<file path="config.mk">
export PLATFORM = sky130hd
export DESIGN_NAME = coax_rx_mgmt_regs
export DESIGN_NICKNAME = d
export VERILOG_FILES = /design/src/coax_rx_pkg.sv /design/src/coax_rx_mgmt_regs.sv /design/src/mgmt_master.sv /design/src/fec_err_counter.sv
export SDC_FILE = /design/constraint.sdc
export NUM_CORES = 1
export LEC_CHECK = 0
export BUFFER_PORTS_ARGS = -buffer_cell sky130_fd_sc_hd__buf_2
export CORE_AREA = 3 3 171 173
export CTS_CLUSTER_SIZE = 20
export DETAILED_ROUTE_END_ITERATION = 8
export DIE_AREA = 0 0 174 176
export PLACE_DENSITY = 0.74
export RECOVER_POWER = 100
export SYNTH_ARGS = -nofsm -noshare
export SYNTH_HDL_FRONTEND = slang
export SYNTH_SLANG_ARGS = --single-unit
export TNS_END_PERCENT = 30
</file>
<file path="constraint.sdc">
create_clock -name ref_clk -period 6.2 [get_ports ref_clk]
set_input_delay 0.62 -clock ref_clk [delete_from_list [all_inputs] [get_ports ref_clk]]
set_output_delay 0.62 -clock ref_clk [all_outputs]
set_load 0.05 [all_outputs]
</file>
<file path="src/coax_rx_pkg.sv">
// constants of the coax receiver register bank
package coax_rx_pkg;
  // ==========================================
  // register offsets
  localparam logic [7:0] ADDR_MGMT_CMD      = 8'h1e;
  localparam logic [7:0] ADDR_MGMT_REG      = 8'h1f;
  localparam logic [7:0] ADDR_MGMT_OUT_LO   = 8'h20;
  localparam logic [7:0] ADDR_MGMT_OUT_HI   = 8'h21;
  localparam logic [7:0] ADDR_MGMT_IN_LO    = 8'h22;
  localparam logic [7:0] ADDR_MGMT_IN_HI    = 8'h23;
  localparam logic [7:0] ADDR_LINK_CTRL     = 8'h26;
  localparam logic [7:0] ADDR_FEC_SEGMENTS  = 8'h27;
  localparam logic [7:0] ADDR_VIDEO_GAIN    = 8'h30;
  localparam logic [7:0] ADDR_FEC_ERR_B0    = 8'h40;
  localparam logic [7:0] ADDR_FEC_ERR_B1    = 8'h41;
  localparam logic [7:0] ADDR_FEC_ERR_B2    = 8'h42;
  localparam logic [7:0] ADDR_FEC_UPDATED   = 8'h43;
  localparam logic [7:0] ADDR_STATUS        = 8'h44;
  // ==========================================
  // field positions
  localparam int CMD_READ_BIT    = 0;
  localparam int CMD_WRITE_BIT   = 1;
  localparam int CMD_PHY_LSB     = 4;
  localparam int CTRL_MANUAL_BIT = 0;
  localparam int CTRL_TX_BIT     = 3;
  localparam int CTRL_RX_BIT     = 4;
  localparam int STATUS_LINK_BIT = 3;
  localparam int BMSR_LINK_BIT   = 2;
  // ==========================================
  // reset values
  localparam logic [7:0] RST_ZERO       = 8'h00;
  localparam logic [6:0] RST_VIDEO_GAIN = 7'h2b;
  localparam logic [7:0] ERR_INVALID    = 8'hff;
  // ==========================================
  // management frame constants
  localparam logic [4:0] PHY_STATUS_REG = 5'h01;
  localparam int         MDC_DIV        = 8;
  localparam int         FRAME_BITS     = 64;
  localparam int         TURN_BIT       = 46;
  localparam int         DATA_BIT       = 48;
  // cycles between link polls, 10 ms at 10 MHz
  localparam int         POLL_CYCLES    = 100000;
endpackage

</file>
<file path="src/coax_rx_mgmt_regs.sv">
// coax receiver register bank
//
// Function
// read command returns phy word into input registers
// write command sends output registers to phy
// phy address is three bits plus pins
// output word: low and high byte registers
// input word: low and high byte registers
// software writes zero to reserved bits
// automatic mode enables link on phy link
// manual mode enables from control bits 3,4
// software writes ones to control bits 2:1
// window is 65536 times segment count (code scales the live regWrData byte, not fecSegs_ff)
// count-updated flag set at window end
// zero segment count stops counter, clears flag
// error total is three byte registers
// error bytes read all ones until updated
// seven-bit monotonic video gain field
// writing zero count clears updated flag
// link status bit follows phy link
// phy link status is polled periodically
// mdc period is eight reference periods
// standard clause-22 frame format
// one transaction per command bit rising edge
`timescale 1ns/1ps
module coax_rx_mgmt_regs
  import coax_rx_pkg::*;
#(
  parameter int POLL_PERIOD = POLL_CYCLES  // cycles between link polls
)
(
  // clock and reset
  input  wire logic       ref_clk,
  input  wire logic       rstn,
  // register port
  input  wire logic       regWrEn,
  input  wire logic       regRdEn,
  input  wire logic [7:0] regAddr,
  input  wire logic [7:0] regWrData,
  output logic [7:0]      regRdData,
  // address strap pins
  input  wire logic       phyAddrPinHi,
  input  wire logic       phyAddrPinLo,
  // management pins
  output logic            mdc,
  input  wire logic       mdioIn,
  output logic            mdioOut,
  output logic            mdioOeN,
  // decoder events
  input  wire logic       fecSegmentTick,
  input  wire logic       fecErrorTick,
  // link and analog controls
  output logic            coaxTxEnable,
  output logic            coaxRxEnable,
  output logic [6:0]      videoGainField
);
  initial if (POLL_PERIOD < FRAME_BITS * MDC_DIV) $error("poll period too short");

  // ==========================================
  // register storage
  logic        cmdRead_ff;      // read command bit
  logic        cmdWrite_ff;     // write command bit
  logic [2:0]  phyAddrHi_ff;    // upper phy address bits
  logic [4:0]  mgmtRegAddr_ff;  // target register address
  logic [7:0]  outLo_ff;        // outgoing word, low byte
  logic [7:0]  outHi_ff;        // outgoing word, high byte
  logic [15:0] inWord_ff;       // returned word
  logic [7:0]  linkCtrl_ff;     // link enable control
  logic [7:0]  fecSegs_ff;      // monitor segment count
  logic        phyLinkUp_ff;    // polled phy link status

  // ==========================================
  // pin synchronisers and engine handshake
  logic [1:0]  pinMeta_ff;      // first stage, pins
  logic [1:0]  pinSync_ff;      // second stage, pins
  logic        rdPend_ff;       // read request waiting
  logic        wrPend_ff;       // write request waiting
  logic        pollPend_ff;     // poll request waiting
  logic [31:0] pollCnt_ff;      // poll interval timer
  logic [1:0]  curOp_ff;        // running request
  logic        engStart;        // start pulse to engine
  logic        engRead;         // start carries a read
  logic [4:0]  engReg;          // register for this frame
  logic        engBusy;         // engine running
  logic        engDone;         // engine finished
  logic [15:0] engRdData;       // engine read word
  logic [4:0]  phyAddr;         // full phy address
  logic        fecRestart;      // segment count written
  logic [23:0] fecTotal;        // latched error total
  logic        fecUpdated;      // count-updated flag

  typedef enum logic [1:0] {
    OP_NONE  = 2'b00,
    OP_READ  = 2'b01,
    OP_WRITE = 2'b10,
    OP_POLL  = 2'b11
  } mgmt_op_t;

  assign phyAddr = {phyAddrHi_ff, pinSync_ff};

  // ==========================================
  // strap pins pass two flops before any use
  always_ff @(posedge ref_clk or negedge rstn) begin
    if (!rstn) begin
      pinMeta_ff <= 2'b00;
      pinSync_ff <= 2'b00;
    end else begin
      pinMeta_ff <= {phyAddrPinHi, phyAddrPinLo};
      pinSync_ff <= pinMeta_ff;
    end
  end

  // ==========================================
  // writable registers
  always_ff @(posedge ref_clk or negedge rstn) begin
    if (!rstn) begin
      cmdRead_ff     <= 1'b0;
      cmdWrite_ff    <= 1'b0;
      phyAddrHi_ff   <= 3'h0;
      mgmtRegAddr_ff <= 5'h00;
      outLo_ff       <= RST_ZERO;
      outHi_ff       <= RST_ZERO;
      linkCtrl_ff    <= RST_ZERO;
      fecSegs_ff     <= RST_ZERO;
      videoGainField <= RST_VIDEO_GAIN;
    end else if (regWrEn) begin
      // reserved bits dropped, except in the link control register, which keeps all bits
      if (regAddr == ADDR_MGMT_CMD) begin
        cmdRead_ff   <= regWrData[CMD_READ_BIT];
        cmdWrite_ff  <= regWrData[CMD_WRITE_BIT];
        phyAddrHi_ff <= regWrData[CMD_PHY_LSB +: 3];
      end else if (regAddr == ADDR_MGMT_REG) begin
        mgmtRegAddr_ff <= regWrData[4:0];
      end else if (regAddr == ADDR_MGMT_OUT_LO) begin
        outLo_ff <= regWrData;
      end else if (regAddr == ADDR_MGMT_OUT_HI) begin
        outHi_ff <= regWrData;
      end else if (regAddr == ADDR_LINK_CTRL) begin
        // all bits kept for readback
        linkCtrl_ff <= regWrData;
      end else if (regAddr == ADDR_FEC_SEGMENTS) begin
        fecSegs_ff <= regWrData;
      end else if (regAddr == ADDR_VIDEO_GAIN) begin
        videoGainField <= regWrData[6:0];
      end
    end
  end

  assign fecRestart = regWrEn && (regAddr == ADDR_FEC_SEGMENTS);

  // ==========================================
  // command bit rising edges queue one frame
  always_ff @(posedge ref_clk or negedge rstn) begin
    if (!rstn) begin
      rdPend_ff <= 1'b0;
      wrPend_ff <= 1'b0;
    end else begin
      if (regWrEn && regAddr == ADDR_MGMT_CMD && regWrData[CMD_READ_BIT] && !cmdRead_ff) begin
        rdPend_ff <= 1'b1;
      end else if (engStart && rdPend_ff) begin
        rdPend_ff <= 1'b0;
      end
      if (regWrEn && regAddr == ADDR_MGMT_CMD && regWrData[CMD_WRITE_BIT] && !cmdWrite_ff) begin
        wrPend_ff <= 1'b1;
      end else if (engStart && !rdPend_ff && wrPend_ff) begin
        wrPend_ff <= 1'b0;
      end
    end
  end

  // ==========================================
  // poll timer; a poll waits behind software commands
  always_ff @(posedge ref_clk or negedge rstn) begin
    if (!rstn) begin
      pollCnt_ff  <= 32'h0;
      pollPend_ff <= 1'b0;
    end else begin
      if (pollCnt_ff == 32'(POLL_PERIOD - 1)) begin
        pollCnt_ff  <= 32'h0;
        pollPend_ff <= 1'b1;
      end else begin
        pollCnt_ff <= pollCnt_ff + 32'h1;
        if (engStart && !rdPend_ff && !wrPend_ff) begin
          pollPend_ff <= 1'b0;
        end
      end
    end
  end

  // ==========================================
  // arbitration: read, then write, then poll
  always_comb begin
    engStart = 1'b0;
    engRead  = 1'b0;
    engReg   = mgmtRegAddr_ff;
    if (!engBusy && curOp_ff == OP_NONE) begin
      if (rdPend_ff) begin
        engStart = 1'b1;
        engRead  = 1'b1;
      end else if (wrPend_ff) begin
        engStart = 1'b1;
      end else if (pollPend_ff) begin
        engStart = 1'b1;
        engRead  = 1'b1;
        engReg   = PHY_STATUS_REG;
      end
    end
  end

  // running operation steers its result
  always_ff @(posedge ref_clk or negedge rstn) begin
    if (!rstn) begin
      curOp_ff <= OP_NONE;
    end else if (engStart) begin
      if (rdPend_ff) begin
        curOp_ff <= OP_READ;
      end else if (wrPend_ff) begin
        curOp_ff <= OP_WRITE;
      end else begin
        curOp_ff <= OP_POLL;
      end
    end else if (engDone) begin
      curOp_ff <= OP_NONE;
    end
  end

  // ==========================================
  // results: reads to input word, polls to link bit
  always_ff @(posedge ref_clk or negedge rstn) begin
    if (!rstn) begin
      inWord_ff    <= 16'h0;
      phyLinkUp_ff <= 1'b0;
    end else if (engDone) begin
      if (curOp_ff == OP_READ) begin
        inWord_ff <= engRdData;
      end else if (curOp_ff == OP_POLL) begin
        phyLinkUp_ff <= engRdData[BMSR_LINK_BIT];
      end
    end
  end

  mgmt_master u_mgmt (
    .ref_clk (ref_clk),
    .rstn    (rstn),
    .start   (engStart),
    .isRead  (engRead),
    .phyAddr (phyAddr),
    .regAddr (engReg),
    .wrData  ({outHi_ff, outLo_ff}),
    .busy    (engBusy),
    .done    (engDone),
    .rdData  (engRdData),
    .mdc     (mdc),
    .mdioIn  (mdioIn),
    .mdioOut (mdioOut),
    .mdioOeN (mdioOeN)
  );

  fec_err_counter u_fec (
    .ref_clk  (ref_clk),
    .rstn     (rstn),
    .restart  (fecRestart),
    .segCount (regWrData),
    .segTick  (fecSegmentTick),
    .errTick  (fecErrorTick),
    .errTotal (fecTotal),
    .updated  (fecUpdated)
  );

  // ==========================================
  // link enables, automatic or manual
  always_ff @(posedge ref_clk or negedge rstn) begin
    if (!rstn) begin
      coaxTxEnable <= 1'b0;
      coaxRxEnable <= 1'b0;
    end else if (linkCtrl_ff[CTRL_MANUAL_BIT]) begin
      coaxTxEnable <= linkCtrl_ff[CTRL_TX_BIT];
      coaxRxEnable <= linkCtrl_ff[CTRL_RX_BIT];
    end else begin
      coaxTxEnable <= phyLinkUp_ff;
      coaxRxEnable <= phyLinkUp_ff;
    end
  end

  // ==========================================
  // read data, one cycle after the strobe
  always_ff @(posedge ref_clk or negedge rstn) begin
    if (!rstn) begin
      regRdData <= RST_ZERO;
    end else if (regRdEn) begin
      if (regAddr == ADDR_MGMT_CMD) begin
        regRdData <= {1'b0, phyAddrHi_ff, 2'b00, cmdWrite_ff, cmdRead_ff};
      end else if (regAddr == ADDR_MGMT_REG) begin
        regRdData <= {3'h0, mgmtRegAddr_ff};
      end else if (regAddr == ADDR_MGMT_OUT_LO) begin
        regRdData <= outLo_ff;
      end else if (regAddr == ADDR_MGMT_OUT_HI) begin
        regRdData <= outHi_ff;
      end else if (regAddr == ADDR_MGMT_IN_LO) begin
        regRdData <= inWord_ff[7:0];
      end else if (regAddr == ADDR_MGMT_IN_HI) begin
        regRdData <= inWord_ff[15:8];
      end else if (regAddr == ADDR_LINK_CTRL) begin
        regRdData <= linkCtrl_ff;
      end else if (regAddr == ADDR_FEC_SEGMENTS) begin
        regRdData <= fecSegs_ff;
      end else if (regAddr == ADDR_VIDEO_GAIN) begin
        regRdData <= {1'b0, videoGainField};
      end else if (regAddr == ADDR_FEC_ERR_B0) begin
        regRdData <= fecUpdated ? fecTotal[7:0] : ERR_INVALID;
      end else if (regAddr == ADDR_FEC_ERR_B1) begin
        regRdData <= fecUpdated ? fecTotal[15:8] : ERR_INVALID;
      end else if (regAddr == ADDR_FEC_ERR_B2) begin
        regRdData <= fecUpdated ? fecTotal[23:16] : ERR_INVALID;
      end else if (regAddr == ADDR_FEC_UPDATED) begin
        regRdData <= {7'h0, fecUpdated};
      end else if (regAddr == ADDR_STATUS) begin
        regRdData <= {4'h0, phyLinkUp_ff, 3'h0};
      end else begin
        // unmapped addresses read as zero
        regRdData <= RST_ZERO;
      end
    end
  end
endmodule

</file>
<file path="src/mgmt_master.sv">
// clause-22 management frame engine
`timescale 1ns/1ps
module mgmt_master
  import coax_rx_pkg::*;
(
  // clock and reset
  input  wire logic        ref_clk,
  input  wire logic        rstn,
  // request
  input  wire logic        start,
  input  wire logic        isRead,
  input  wire logic [4:0]  phyAddr,
  input  wire logic [4:0]  regAddr,
  input  wire logic [15:0] wrData,
  output logic             busy,
  output logic             done,
  output logic [15:0]      rdData,
  // pins
  output logic             mdc,
  input  wire logic        mdioIn,
  output logic             mdioOut,
  output logic             mdioOeN
);
  localparam int HALF = MDC_DIV / 2;
  initial if (MDC_DIV < 4 || MDC_DIV % 2 != 0) $error("MDC_DIV must be even, >= 4");

  logic [1:0]  divCnt_ff;   // half-period counter
  logic [63:0] shift_ff;    // outgoing frame
  logic [6:0]  bitCnt_ff;   // bits already driven
  logic        rdMode_ff;   // current frame is a read
  logic        inMeta_ff;   // first synchroniser stage
  logic        inSync_ff;   // synchronised data
  logic        edgeEn;      // half-period enable

  assign edgeEn = (divCnt_ff == 2'(HALF - 1));

  // ==========================================
  // mdc divider, eight reference periods
  always_ff @(posedge ref_clk or negedge rstn) begin
    if (!rstn) begin
      divCnt_ff <= 2'h0;
      mdc       <= 1'b0;
    end else if (edgeEn) begin
      divCnt_ff <= 2'h0;
      mdc       <= ~mdc;
    end else begin
      divCnt_ff <= divCnt_ff + 2'h1;
    end
  end

  // input passes two flops before use
  always_ff @(posedge ref_clk or negedge rstn) begin
    if (!rstn) begin
      inMeta_ff <= 1'b1;
      inSync_ff <= 1'b1;
    end else begin
      inMeta_ff <= mdioIn;
      inSync_ff <= inMeta_ff;
    end
  end

  // ==========================================
  // frame sequencer: drive on falling mdc, sample on rising
  always_ff @(posedge ref_clk or negedge rstn) begin
    if (!rstn) begin
      busy      <= 1'b0;
      done      <= 1'b0;
      shift_ff  <= 64'h0;
      bitCnt_ff <= 7'h0;
      rdMode_ff <= 1'b0;
      rdData    <= 16'h0;
      mdioOut   <= 1'b1;
      mdioOeN   <= 1'b1;
    end else begin
      done <= 1'b0;
      if (!busy) begin
        mdioOeN <= 1'b1;
        if (start) begin
          // preamble, start, opcode, addresses, turnaround, data
          shift_ff  <= {32'hffffffff, 2'b01, isRead ? 2'b10 : 2'b01,
                        phyAddr, regAddr, 2'b10, wrData};
          rdMode_ff <= isRead;
          bitCnt_ff <= 7'h0;
          busy      <= 1'b1;
        end
      end else if (edgeEn && mdc) begin
        if (bitCnt_ff == 7'(FRAME_BITS)) begin
          busy    <= 1'b0;
          done    <= 1'b1;
          mdioOeN <= 1'b1;
        end else begin
          mdioOut   <= shift_ff[63];
          // release for turnaround and read data
          mdioOeN   <= rdMode_ff && (bitCnt_ff >= 7'(TURN_BIT));
          shift_ff  <= {shift_ff[62:0], 1'b0};
          bitCnt_ff <= bitCnt_ff + 7'h1;
        end
      end else if (edgeEn && !mdc && rdMode_ff && bitCnt_ff > 7'(DATA_BIT)) begin
        rdData <= {rdData[14:0], inSync_ff};
      end
    end
  end
endmodule

</file>
<file path="src/fec_err_counter.sv">
// windowed error counter for the decoder
`timescale 1ns/1ps
module fec_err_counter
  import coax_rx_pkg::*;
(
  // clock and reset
  input  wire logic        ref_clk,
  input  wire logic        rstn,
  // control
  input  wire logic        restart,
  input  wire logic [7:0]  segCount,
  // decoder events
  input  wire logic        segTick,
  input  wire logic        errTick,
  // result
  output logic [23:0]      errTotal,
  output logic             updated
);
  logic [23:0] segs_ff;   // segments seen in this window
  logic [23:0] errs_ff;   // errors seen in this window
  logic        run_ff;    // window open
  logic [23:0] segLimit;  // window length in segments

  assign segLimit = {segCount, 16'h0000};

  // ==========================================
  // window counting
  always_ff @(posedge ref_clk or negedge rstn) begin
    if (!rstn) begin
      segs_ff  <= 24'h0;
      errs_ff  <= 24'h0;
      run_ff   <= 1'b0;
      errTotal <= 24'h0;
      updated  <= 1'b0;
    end else if (restart) begin
      segs_ff <= 24'h0;
      errs_ff <= 24'h0;
      run_ff  <= (segCount != 8'h00);
      updated <= 1'b0;
    end else if (run_ff) begin
      // saturate, never wrap, on a noisy link
      if (errTick && errs_ff != 24'hffffff) begin
        errs_ff <= errs_ff + 24'h1;
      end
      if (segTick) begin
        if (segs_ff + 24'h1 == segLimit) begin
          errTotal <= errs_ff + {23'h0, errTick && errs_ff != 24'hffffff};
          updated  <= 1'b1;
          run_ff   <= 1'b0;
        end
        segs_ff <= segs_ff + 24'h1;
      end
    end
  end
endmodule

</file>
* Yosys cells after proc, flatten, opt, wreduce, memory -nomap -nowiden
Index checks and enable logic that the tools add are counted.
** Storage, ports and cells
- Register bits :: 288
- Input bits :: 25
** Operators by class
- Add/sub/neg operators :: 6
- $lt $le $gt $ge :: 2
- Eq/ne operators :: 23
- Multiplexer cells :: 75
- Bitwise logic cells :: 12
- Reductions and logical operators :: 51
** Operators by type and width (count)
- $mux W64 :: 4
- $mux W24 :: 6
- $mux W8 :: 15
- $eq A8 B6 Y1 const B :: 7
- $add A24 B1 Y24 const B :: 2
- $eq A8 B7 Y1 const B :: 5
- $mux W1 :: 34
- $add A32 B1 Y32 const B :: 1
- $eq A32 B17 Y1 const B :: 1
- $mux W32 :: 1
- $mux W7 :: 4
- $add A24 B1 Y24 :: 1
- $eq A24 B24 Y1 :: 1
- $ne A24 B24 Y1 const B :: 1
- $mux W5 :: 4
- $reduce_and A3 Y1 :: 6
- $reduce_bool A2 Y1 :: 9
- $logic_and A1 B1 Y1 :: 17
- $eq A8 B5 Y1 const B :: 2
- $not A1 Y1 :: 12
- $mux W2 :: 5
- $reduce_and A2 Y1 :: 5
- $mux W4 :: 2
- $reduce_and A4 Y1 :: 2
- other kinds (15) :: 22

* Longest topological paths before layout
Gate-level depths: netlist of the first run.
- Word-level depth :: 15
- Gate-level depth with buffers :: 11
- Mapped depth without buffers :: 11

* Hierarchy
From an unflattened synthesis of the first run, not the netlist that was laid out.
** Unflattened totals
- Cell total of the unflattened synthesis :: 1386
- Area, all modules :: 14371.3 µm²
** Modules (own cells, without submodules)
- coax_rx_mgmt_regs :: times used 1, cells an instance 550, area each 5915.7 µm², sequential area each 2932.8 µm²
- fec_err_counter :: times used 1, cells an instance 446, area each 4324.1 µm², sequential area each 1851.8 µm²
- mgmt_master :: times used 1, cells an instance 390, area each 4131.5 µm², sequential area each 2432.3 µm²

* Least setup slack after synthesis of the first run
OpenSTA, ideal clock, no wires.
- Path type :: register -> register
- Start :: register u_fec.errs_ff[15]
- End :: register u_fec.errTotal[16]
- Setup time :: 125 ps
- Arrival time :: 2779 ps
- Slack :: 3296 ps
- Stages on the path, launching flop included :: 12
- Buffers on the path :: 1
- Period minus slack after synthesis :: 2904 ps
- Cell sequence :: dfrtp_1 clkbuf_1 and4_1 and4_1 a41oi_1 ha_1 ha_1 nand3_1 nor4_1 nand3_1 xnor2_1 mux2_4
** On the way
- Cells in the longest elaborated chain, start to end :: 3
** Ends and longest elaborated chain
- start, declared :: line fec_err_counter.sv:20 : logic [23:0] errs_ff;
- start signal, assigned :: line fec_err_counter.sv:43 : errs_ff <= errs_ff + 24'h1;
- $ne A24 B24 Y1 :: line fec_err_counter.sv:47 : errTotal <= errs_ff + {23'h0, errTick && errs_ff != 24'hffffff};
- $logic_and A1 B1 Y1 :: line fec_err_counter.sv:47
- $add A24 B1 Y24 (*) :: line fec_err_counter.sv:47
- end signal, assigned :: line fec_err_counter.sv:47
- end, declared :: line fec_err_counter.sv:16 : output logic [23:0] errTotal,
Every way passes the cells marked *; elsewhere a longest branch is shown, timed or not.
A chain may end at the register's enable or synchronous reset.

* Worst setup path in the final report of the first run
- Start :: input port regAddr[0]
- End :: register u_fec.errTotal[0]
** On the way
- Cells in the longest elaborated chain, start to end :: 4
** Ends and longest elaborated chain
- start, declared :: line coax_rx_mgmt_regs.sv:38 : input wire logic [7:0] regAddr,
- $eq A8 B6 Y1 :: line coax_rx_mgmt_regs.sv:149 : assign fecRestart = regWrEn && (regAddr == ADDR_FEC_SEGMENTS);
- $logic_and A1 B1 Y1 :: line coax_rx_mgmt_regs.sv:149
- $not A1 Y1 (no line)
- $reduce_and A4 Y1 (no line)
No other way between the ends.

==> results of run 1 <==
[power breakdown]
group | internal, W | leakage, nW | total [W] | switching, W
clock | 0.00120 | 0.543 | 0.00199 | 0.000789
sequential | 0.00195 | 3.72 | 0.00203 | 0.0000885
combinational | 0.000102 | 2.68 | 0.000284 | 0.000182
total | 0.00325 | 6.95 | 0.00431 | 0.00106
[through the flow]
stage / setup WS, ns / std cells
global route: 1.40 / 1794
global placement: 2.87 / 1737
CTS: 2.79 / 1794
finish: 1.93 / 1794
detailed placement: 2.81 / 1737
floorplan: 3.30 / 1368
[area by class of cell]
cell class / instances / area [um2]
tap: 378 / 473
clock inverter: 23 / 312
fill: 2484 / 12400
multi-input combinational: 995 / 6210
sequential: 288 / 7220
inverter: 22 / 82.6
timing repair buffer: 54 / 250
clock buffer: 34 / 807
[flip-flops by register name, summed over array words and instances (netlist names), 7 cells and up]
name and flops:
u_fec.errs_ff 24, u_fec.errTotal 24, regRdData 8, outLo_ff 8
u_fec.segs_ff 24, fecSegs_ff 8, u_mgmt.shift_ff 64, u_mgmt.rdData 16
pollCnt_ff 32, linkCtrl_ff 8, videoGainField 7, u_mgmt.bitCnt_ff 7
outHi_ff 8, inWord_ff 16
[cell usage after synthesis (4+ instances only)]
| cell type | count | area share [%] |
|---|---|---|
| sky130_fd_sc_hd__dfrtp_1 | 280 | 50 |
| sky130_fd_sc_hd__nand2_1 | 195 | 5.3 |
| sky130_fd_sc_hd__nor2_1 | 139 | 3.8 |
| sky130_fd_sc_hd__o21ai_0 | 91 | 3.3 |
| sky130_fd_sc_hd__mux2_2 | 79 | 6.4 |
| sky130_fd_sc_hd__a21oi_1 | 60 | 2.2 |
| sky130_fd_sc_hd__xor2_1 | 56 | 3.5 |
| sky130_fd_sc_hd__xnor2_1 | 45 | 2.8 |
| sky130_fd_sc_hd__clkbuf_1 | 44 | 1.2 |
| sky130_fd_sc_hd__nand3_1 | 44 | 1.6 |
| sky130_fd_sc_hd__nand4_1 | 32 | 1.4 |
| sky130_fd_sc_hd__nor3_1 | 30 | 1.1 |
| sky130_fd_sc_hd__mux2i_1 | 28 | 2.0 |
| sky130_fd_sc_hd__inv_1 | 21 | 0.57 |
| sky130_fd_sc_hd__mux2_4 | 18 | 1.9 |
| sky130_fd_sc_hd__or3_1 | 18 | 0.81 |
| sky130_fd_sc_hd__nand2b_1 | 14 | 0.63 |
| sky130_fd_sc_hd__nor4_1 | 13 | 0.59 |
| sky130_fd_sc_hd__and3_1 | 10 | 0.45 |
| sky130_fd_sc_hd__buf_1 | 9 | 0.24 |
| sky130_fd_sc_hd__dfstp_2 | 8 | 1.5 |
| sky130_fd_sc_hd__ha_1 | 8 | 0.72 |
| sky130_fd_sc_hd__a22oi_1 | 7 | 0.38 |
| sky130_fd_sc_hd__a31oi_1 | 7 | 0.32 |
| sky130_fd_sc_hd__o22ai_1 | 7 | 0.32 |
| sky130_fd_sc_hd__and2_1 | 6 | 0.27 |
| sky130_fd_sc_hd__nor2b_1 | 6 | 0.27 |
| sky130_fd_sc_hd__o21bai_1 | 6 | 0.32 |
| sky130_fd_sc_hd__and4_1 | 5 | 0.32 |
| sky130_fd_sc_hd__buf_2 | 5 | 0.18 |
| sky130_fd_sc_hd__a22o_1 | 4 | 0.25 |
| sky130_fd_sc_hd__nor3b_1 | 4 | 0.22 |
| sky130_fd_sc_hd__o211ai_1 | 4 | 0.22 |
| sky130_fd_sc_hd__or4_1 | 4 | 0.22 |
[layer usage]
layer  GRT usage [%]  wire, um  vias to the layer above
met1            28.9     14300                     4993
li1                -         -                     4829
met4            6.27       902                        2
met5               0         7                        -
met3            2.69      1340                       64
met2            33.6     14600                      263
[path summary, 6_finish.rpt]
| path | from | endpoint | slack [ns] | cells past startpoint |
|---|---|---|---|---|
| hold reg to reg | pinMeta_ff[0]$_DFF_PN0_ | pinSync_ff[0]$_DFF_PN0_ | 0.35 | 0 |
| setup / recovery | regAddr[0] | u_fec.errTotal[0]$_DFFE_PN0P_ | 1.93 | 6 |
| min in group asynchronous | rstn | pollCnt_ff[21]$_DFF_PN0_ | 1.43 | 1 |
| setup reg to reg | u_fec.segs_ff[3]$_DFFE_PN0P_ | u_fec.errTotal[10]$_DFFE_PN0P_ | 2.14 | 8 |
| hold / removal | mdioIn | u_mgmt.inMeta_ff$_DFF_PN1_ | 0.15 | 1 |
| max in group asynchronous | rstn | u_fec.errs_ff[20]$_DFFE_PN0P_ | 2.21 | 2 |
[cells by family (layout without fill, tap and decap cells)]
kind of cell | after synthesis | after routing
adder cells (fa/ha/maj) | 8 | 8
multiplexers | 125 | 125
flip-flops | 288 | 288
buffers and inverters | 85 | 133
AND/OR/NAND/NOR | 540 | 540
AO/OA/AOI/OAI | 221 | 221
XOR/XNOR | 101 | 101
==> impl_metrics.toml, run 1 <==
[grt]
antenna_found_initial = 1
grt_max_degree = 78
first_pass_grt_wire_length_mm = 52.4
grt-ovfl-total = 0
groute.usage.overall_pct = 20.5
number_of_global_route_vias_before_repair = 9991

[clocking]
clk_root_buffer_cell = "sky130_fd_sc_hd__clkbuf_16"
post_cts_resized = 0
cts_post_setup_buffers_inserted = 0
cts_max_path_buffers = 3
insertion_delay_ns = 0.57
cts_num_sinks = 288
post_cts_hold_buffer_count = 0
worst_setup_hold_path_clk_slew_ns = 0.06
cts_tree = "yes"
tritoncts_buffer_count = 31
cts.htree.levels = 1

[routing]
vias = 10200
postRouteAntennaNets = 0
route.detailed.drc = 0
drt_first_pass_iters = 7
wl_per_cell_um = 17.4
routed_wirelength_mm = 31.2
post_drt_via_cell_ratio = 5.66
drt_iter0_markers = 760

[logic_synthesis]
ys_seq_elements = 288
synth_edf_count = 0
synthesis_warnings = 0
synth_compound_gate_area_share_pct = 9.63
mappedNetlistArea_mm2 = 0.0139
synth.distinct_cells = 78
synth_simple_gate_area_share_pct = 18.4
proportion_of_register_bits_with_asynchronous_set_or_reset_after_synthesis_pct = 100
synth-xor-area-share_pct = 6.37
synth_top_flop_cell = "sky130_fd_sc_hd__dfrtp_1"
netlist_instances = 1368
synth_nets = 1401
synth_top_family_by_area = "simple AND/OR/NAND/NOR gates"
yosysSeqAreaShare_pct = 52.0
syn_avg_cell_area_um2 = 10.2
post_synth_mux_area_share_pct = 10.4
synthAdderAreaFrac_pct = 0.721

[power]
ir_drop_uv = 276
power_density_mw_per_mm2 = 281
fin_total_pwr_w = 0.00431
cellLeakagePower_nw = 6.95

[finish]
antenna_diode_count = 0
utilization_after_layout_pct = 55.3
drive_above_1_share_pct = 12.9
final_cell_mix = "sky130_fd_sc_hd__dfrtp_1 (280), sky130_fd_sc_hd__nand2_1 (195), sky130_fd_sc_hd__nor2_1 (138)"
layout_commonest_cell = "sky130_fd_sc_hd__dfrtp_1"
design.final.nets = 1425
area_added_between_synthesis_and_finish_pct = 10.6
stdcell_area_mm2 = 0.0154

[die]
die_area_mm2 = 0.0306
die_w_um = 174
row_count = 61
coreArea_mm2 = 0.0278
start_util_pct = 50.0
die-height_um = 176
ios = 45

[setup_path]
crit_top_cell = "sky130_fd_sc_hd__nand2_1"
cpPeakStageDelay_ns = 1.03
path_cells = "clkbuf_1, nand2_1, nor3_1, nand2_1, nand3_1, mux2_2"
critical_path.endpoint_type = "register"
setup.worst_path.class = "in -> reg"
kind_of_start_point_of_the_critical_path = "input port"
path_buf_inv = 1
cpMaxStageDelayCell = "sky130_fd_sc_hd__clkbuf_1"
critPathArrivalTime_ns = 4.71
endpoint_required_time_on_the_critical_path_ns = 6.64
critical_path.max_fanout = 35
path_delay_family = "simple AND/OR/NAND/NOR gates"

[timing]
worst_clock_skew_ns = 0.0175
achievable-frequency_mhz = 234
finalCritPeriodShare_pct = 68.9
timing.final.hold_violations = 0
timing.slew.headroom_pct = -166
finalMaxSlewViolations = 91
min_period_ns = 4.27
fin_hold_ws_ns = 0.151
setup_viol = 0
tightestPinTransition_ns = 3.99
fin_tns_setup_ns = 0
rsz_0062_raised_after_global_routing = "no"

[placement]
place_hpwl_mm = 21.3
gpl.final_weighted_congestion = 0.996
numPortBuffers = 44
postPlaceCellArea_mm2 = 0.0144

[job]
drv_cap = 2

[run_status]
violations = "capacitance limit, slew limit"
run_status = "finished with violations"

[hold_path]
min_path_type = "in -> reg"
(Power assumes the default switching activity.)
==> run 2: changes to the inputs <==
--- a/config.mk
+++ b/config.mk
@@ -5,11 +5,12 @@
 export SDC_FILE = /design/constraint.sdc
 export NUM_CORES = 1
 export LEC_CHECK = 0
+export ABC_AREA = 1
 export BUFFER_PORTS_ARGS = -buffer_cell sky130_fd_sc_hd__buf_2
-export CORE_AREA = 3 3 171 173
+export CORE_AREA = 3 3 174 176
 export CTS_CLUSTER_SIZE = 20
 export DETAILED_ROUTE_END_ITERATION = 8
-export DIE_AREA = 0 0 174 176
+export DIE_AREA = 0 0 177 179
 export PLACE_DENSITY = 0.74
 export RECOVER_POWER = 100
 export SYNTH_ARGS = -nofsm -noshare
==> constraint.sdc (replaced) <==
create_clock -name ref_clk -period 4.41 [get_ports ref_clk]
set_input_delay 0.441 -clock ref_clk [delete_from_list [all_inputs] [get_ports ref_clk]]
set_output_delay 0.441 -clock ref_clk [all_outputs]
set_load 0.05 [all_outputs]
==> impl_metrics.toml, run 2 <==
[run_status]
run_status = "finished with violations"
violations = "capacitance limit, slew limit"

[logic_synthesis]
synth.distinct_cells = 48
netlist_instances = 1789
post-synth-top-area-fraction_pct = 48.8
yosys.area.top_type = "sky130_fd_sc_hd__dfrtp_1"
mappedNetlistArea_mm2 = 0.0143
synth_edf_count = 0
synth_nets = 1822
syn_avg_cell_area_um2 = 8.02
synth_area_leaders = "sky130_fd_sc_hd__dfrtp_1 (49%), sky130_fd_sc_hd__nand2_1 (13%), sky130_fd_sc_hd__inv_1 (5.8%), sky130_fd_sc_hd__o21ai_0 (4.7%), sky130_fd_sc_hd__nor2_1 (4.2%)"
synthMostInstantiatedCell = "sky130_fd_sc_hd__nand2_1"
ys_seq_elements = 288
synth_top_flop_cell = "sky130_fd_sc_hd__dfrtp_1"
yosysSeqAreaShare_pct = 50.3
synthesis_warnings = 0
yosys-top-cells-count = "sky130_fd_sc_hd__nand2_1 (479), sky130_fd_sc_hd__dfrtp_1 (280), sky130_fd_sc_hd__inv_1 (220)"
proportion_of_register_bits_with_asynchronous_set_or_reset_after_synthesis_pct = 100

[setup_path]
cpPeakStageDelay_ns = 0.73
setup.worst_path.class = "reg -> reg"
kind_of_start_point_of_the_critical_path = "register"
endpoint_required_time_on_the_critical_path_ns = 4.90
path_cells = "ha_1, nand2_2, nor2_1, nand3_1, nor2_1, nand2_1, nand2_1, nand2_1, nand2_1, nand2_1, nor2_1, nand3_2, nor2_2, nand3_1, nand2_1"
cpMaxStageDelayCell = "sky130_fd_sc_hd__nor2_2"
worst_r2r_path_depth = 15
critPathArrivalTime_ns = 4.02
crit_top_cell = "sky130_fd_sc_hd__nand2_1"
path_buf_inv = 0
critical_path.max_fanout = 24
path_delay_family = "simple AND/OR/NAND/NOR gates"
timing.critical_path.depth = 15
critical_path.endpoint_type = "register"

[timing]
min_period_ns = 3.53
setup_ws_ns = 0.882
timing.slew.headroom_pct = -79.3
fin_tns_setup_ns = 0
timing.final.hold_violations = 0
worst_clock_skew_ns = 0.00952
achievable-frequency_mhz = 283
setup_viol = 0
finalMaxSlewViolations = 105
finalCritPeriodShare_pct = 80.0
tightestPinTransition_ns = 2.69
rsz_0062_raised_after_global_routing = "no"

[finish]
final_cell_mix = "sky130_fd_sc_hd__nand2_1 (481), sky130_fd_sc_hd__dfrtp_1 (280), sky130_fd_sc_hd__inv_1 (221)"
n_fill_cell = 2629
multi_input_area_mm2 = 0.00603
design.final.nets = 1863
reg.largest.list = "u_mgmt.shift_ff (64), pollCnt_ff (32)"
layout_commonest_cell = "sky130_fd_sc_hd__nand2_1"
utilization_after_layout_pct = 55.2
stdcell_area_mm2 = 0.0159
max_flop_register = "u_mgmt.shift_ff"
sequential_cell_area_mm2 = 0.00722
largest_reg_flops = 64
drive_above_1_share_pct = 6.31
antenna_diode_count = 0
area_added_between_synthesis_and_finish_pct = 10.7

[die]
die_area_mm2 = 0.0317
row_count = 62
start_util_pct = 49.9
die_w_um = 177
die-height_um = 179
coreArea_mm2 = 0.0288
ios = 45

[routing]
drt_first_pass_iters = 5
drt_iter0_markers = 1216
routed_wirelength_mm = 36.1
route.detailed.drc = 0
wl_per_cell_um = 16.1
postRouteAntennaNets = 0
post_drt_via_cell_ratio = 5.46
vias = 12200

[placement]
postPlaceCellArea_mm2 = 0.0149
numPortBuffers = 44
gpl.final_weighted_congestion = 0.896
place_hpwl_mm = 25.4
place_worst_setup_slack_ns = 1.32

[clocking]
cts_max_path_buffers = 3
tritoncts_buffer_count = 30
cts_tree = "yes"
cts.htree.levels = 1
post_cts_resized = 0
cts_num_sinks = 288
post_cts_hold_buffer_count = 4
cts_post_setup_buffers_inserted = 0
worst_setup_hold_path_clk_slew_ns = 0.06
insertion_delay_ns = 0.56
clk_root_buffer_cell = "sky130_fd_sc_hd__clkbuf_16"

[power]
power.share.switching_pct = 29.8
fin_total_pwr_w = 0.00660
share_comb_of_total_power_pct = 15.2
switchingPower_w = 0.00197
clock_share_of_power_pct = 38.4
power.share.sequential_pct = 46.4
power_density_mw_per_mm2 = 416
cellLeakagePower_nw = 7.65
ir_drop_uv = 314
cellInternalPower_w = 0.00463

[grt]
groute.usage.overall_pct = 22.9
grt-ovfl-total = 0
antenna_found_initial = 0
number_of_global_route_vias_before_repair = 11600
first_pass_grt_wire_length_mm = 59.1
grt_max_degree = 106

[hold_path]
min_path_type = "in -> reg"
holdPathStages = 3

[job]
drv_cap = 1
[run 2: cell count changes after synthesis, moves of 23 or more]
cell / delta
sky130_fd_sc_hd__mux2i_1: -28
sky130_fd_sc_hd__inv_1: +199
sky130_fd_sc_hd__a22oi_1: +27
sky130_fd_sc_hd__o22ai_1: +26
sky130_fd_sc_hd__nand2_1: +284
sky130_fd_sc_hd__mux2_2: -79
sky130_fd_sc_hd__xnor2_1: -36
sky130_fd_sc_hd__o21ai_0: +43
sky130_fd_sc_hd__nor2_1: +23
sky130_fd_sc_hd__a21oi_1: -25
sky130_fd_sc_hd__nand3_1: +63
[run 2: routing by layer]
| layer | track usage (%) | vias to the layer above | wire length, um |
|---|---|---|---|
| li1 | - | 5926 | - |
| met1 | 32.6 | 5877 | 16500 |
| met2 | 36.6 | 341 | 16600 |
| met3 | 3.30 | 78 | 1920 |
| met4 | 7.07 | 0 | 997 |
| met5 | 0 | - | 0 |
[run 2: tightest hold or removal path: cells and delay by family]
kind | cells | cell delay (ns)
AND/OR/NAND/NOR | 1 | 0.05
buffers and inverters | 1 | 0.11
AO/OA/AOI/OAI | 1 | 0.06
[run 2: worst paths after layout]
check,start,to,slack [ns]
min,regWrData[4],phyAddrHi_ff[0]$_DFFE_PN0P_,0.15
max in group asynchronous,rstn,u_mgmt.shift_ff[29]$_DFFE_PN0P_,1.44
max,u_fec.segs_ff[0]$_DFFE_PN0P_,u_fec.errTotal[12]$_DFFE_PN0P_,0.88
min in group asynchronous,rstn,u_fec.segs_ff[5]$_DFFE_PN0P_,1.21
min reg2reg,pinMeta_ff[0]$_DFF_PN0_,pinSync_ff[0]$_DFF_PN0_,0.36
max reg2reg,u_fec.segs_ff[0]$_DFFE_PN0P_,u_fec.errTotal[12]$_DFFE_PN0P_,0.88
[run 2: cells by family after synthesis]
logic type / Yosys count / share of synthesized area, %
AND/OR/NAND/NOR: 875 / 26.2
flip-flops: 288 / 50.3
AO/OA/AOI/OAI: 279 / 11.4
adder cells (fa/ha/maj): 8 / 0.698
XOR/XNOR: 64 / 3.91
buffers and inverters: 275 / 7.49
[run 2: per-stage QoR]
step / hold WS [ns] / std cells
after floorplan: 0.145 / 1789
after global placement: 0.344 / 2178
after detailed placement: 0.350 / 2178
after CTS: 0.144 / 2237
after global routing: 0.148 / 2237
final: 0.147 / 2237
[run 2: final cells by class]
cell class                      instances  area share, %
Clock buffer                           48           5.86
Clock inverter                          7          0.410
Inverter                              228           5.39
Multi-Input combinational cell       1226           38.0
Sequential cell                       288           45.5
Tap cell                              384           3.03
Timing Repair Buffer                   56           1.88
[run 2: power by group through the flow]
stage                     clock (W)  combinational (W)  sequential, W
after floorplan                   0           0.000724        0.00304
after global placement            0           0.000982        0.00309
after detailed placement          0            0.00101        0.00309
after CTS                   0.00258            0.00101        0.00305
after global routing        0.00270            0.00115        0.00309
final                       0.00253            0.00101        0.00306
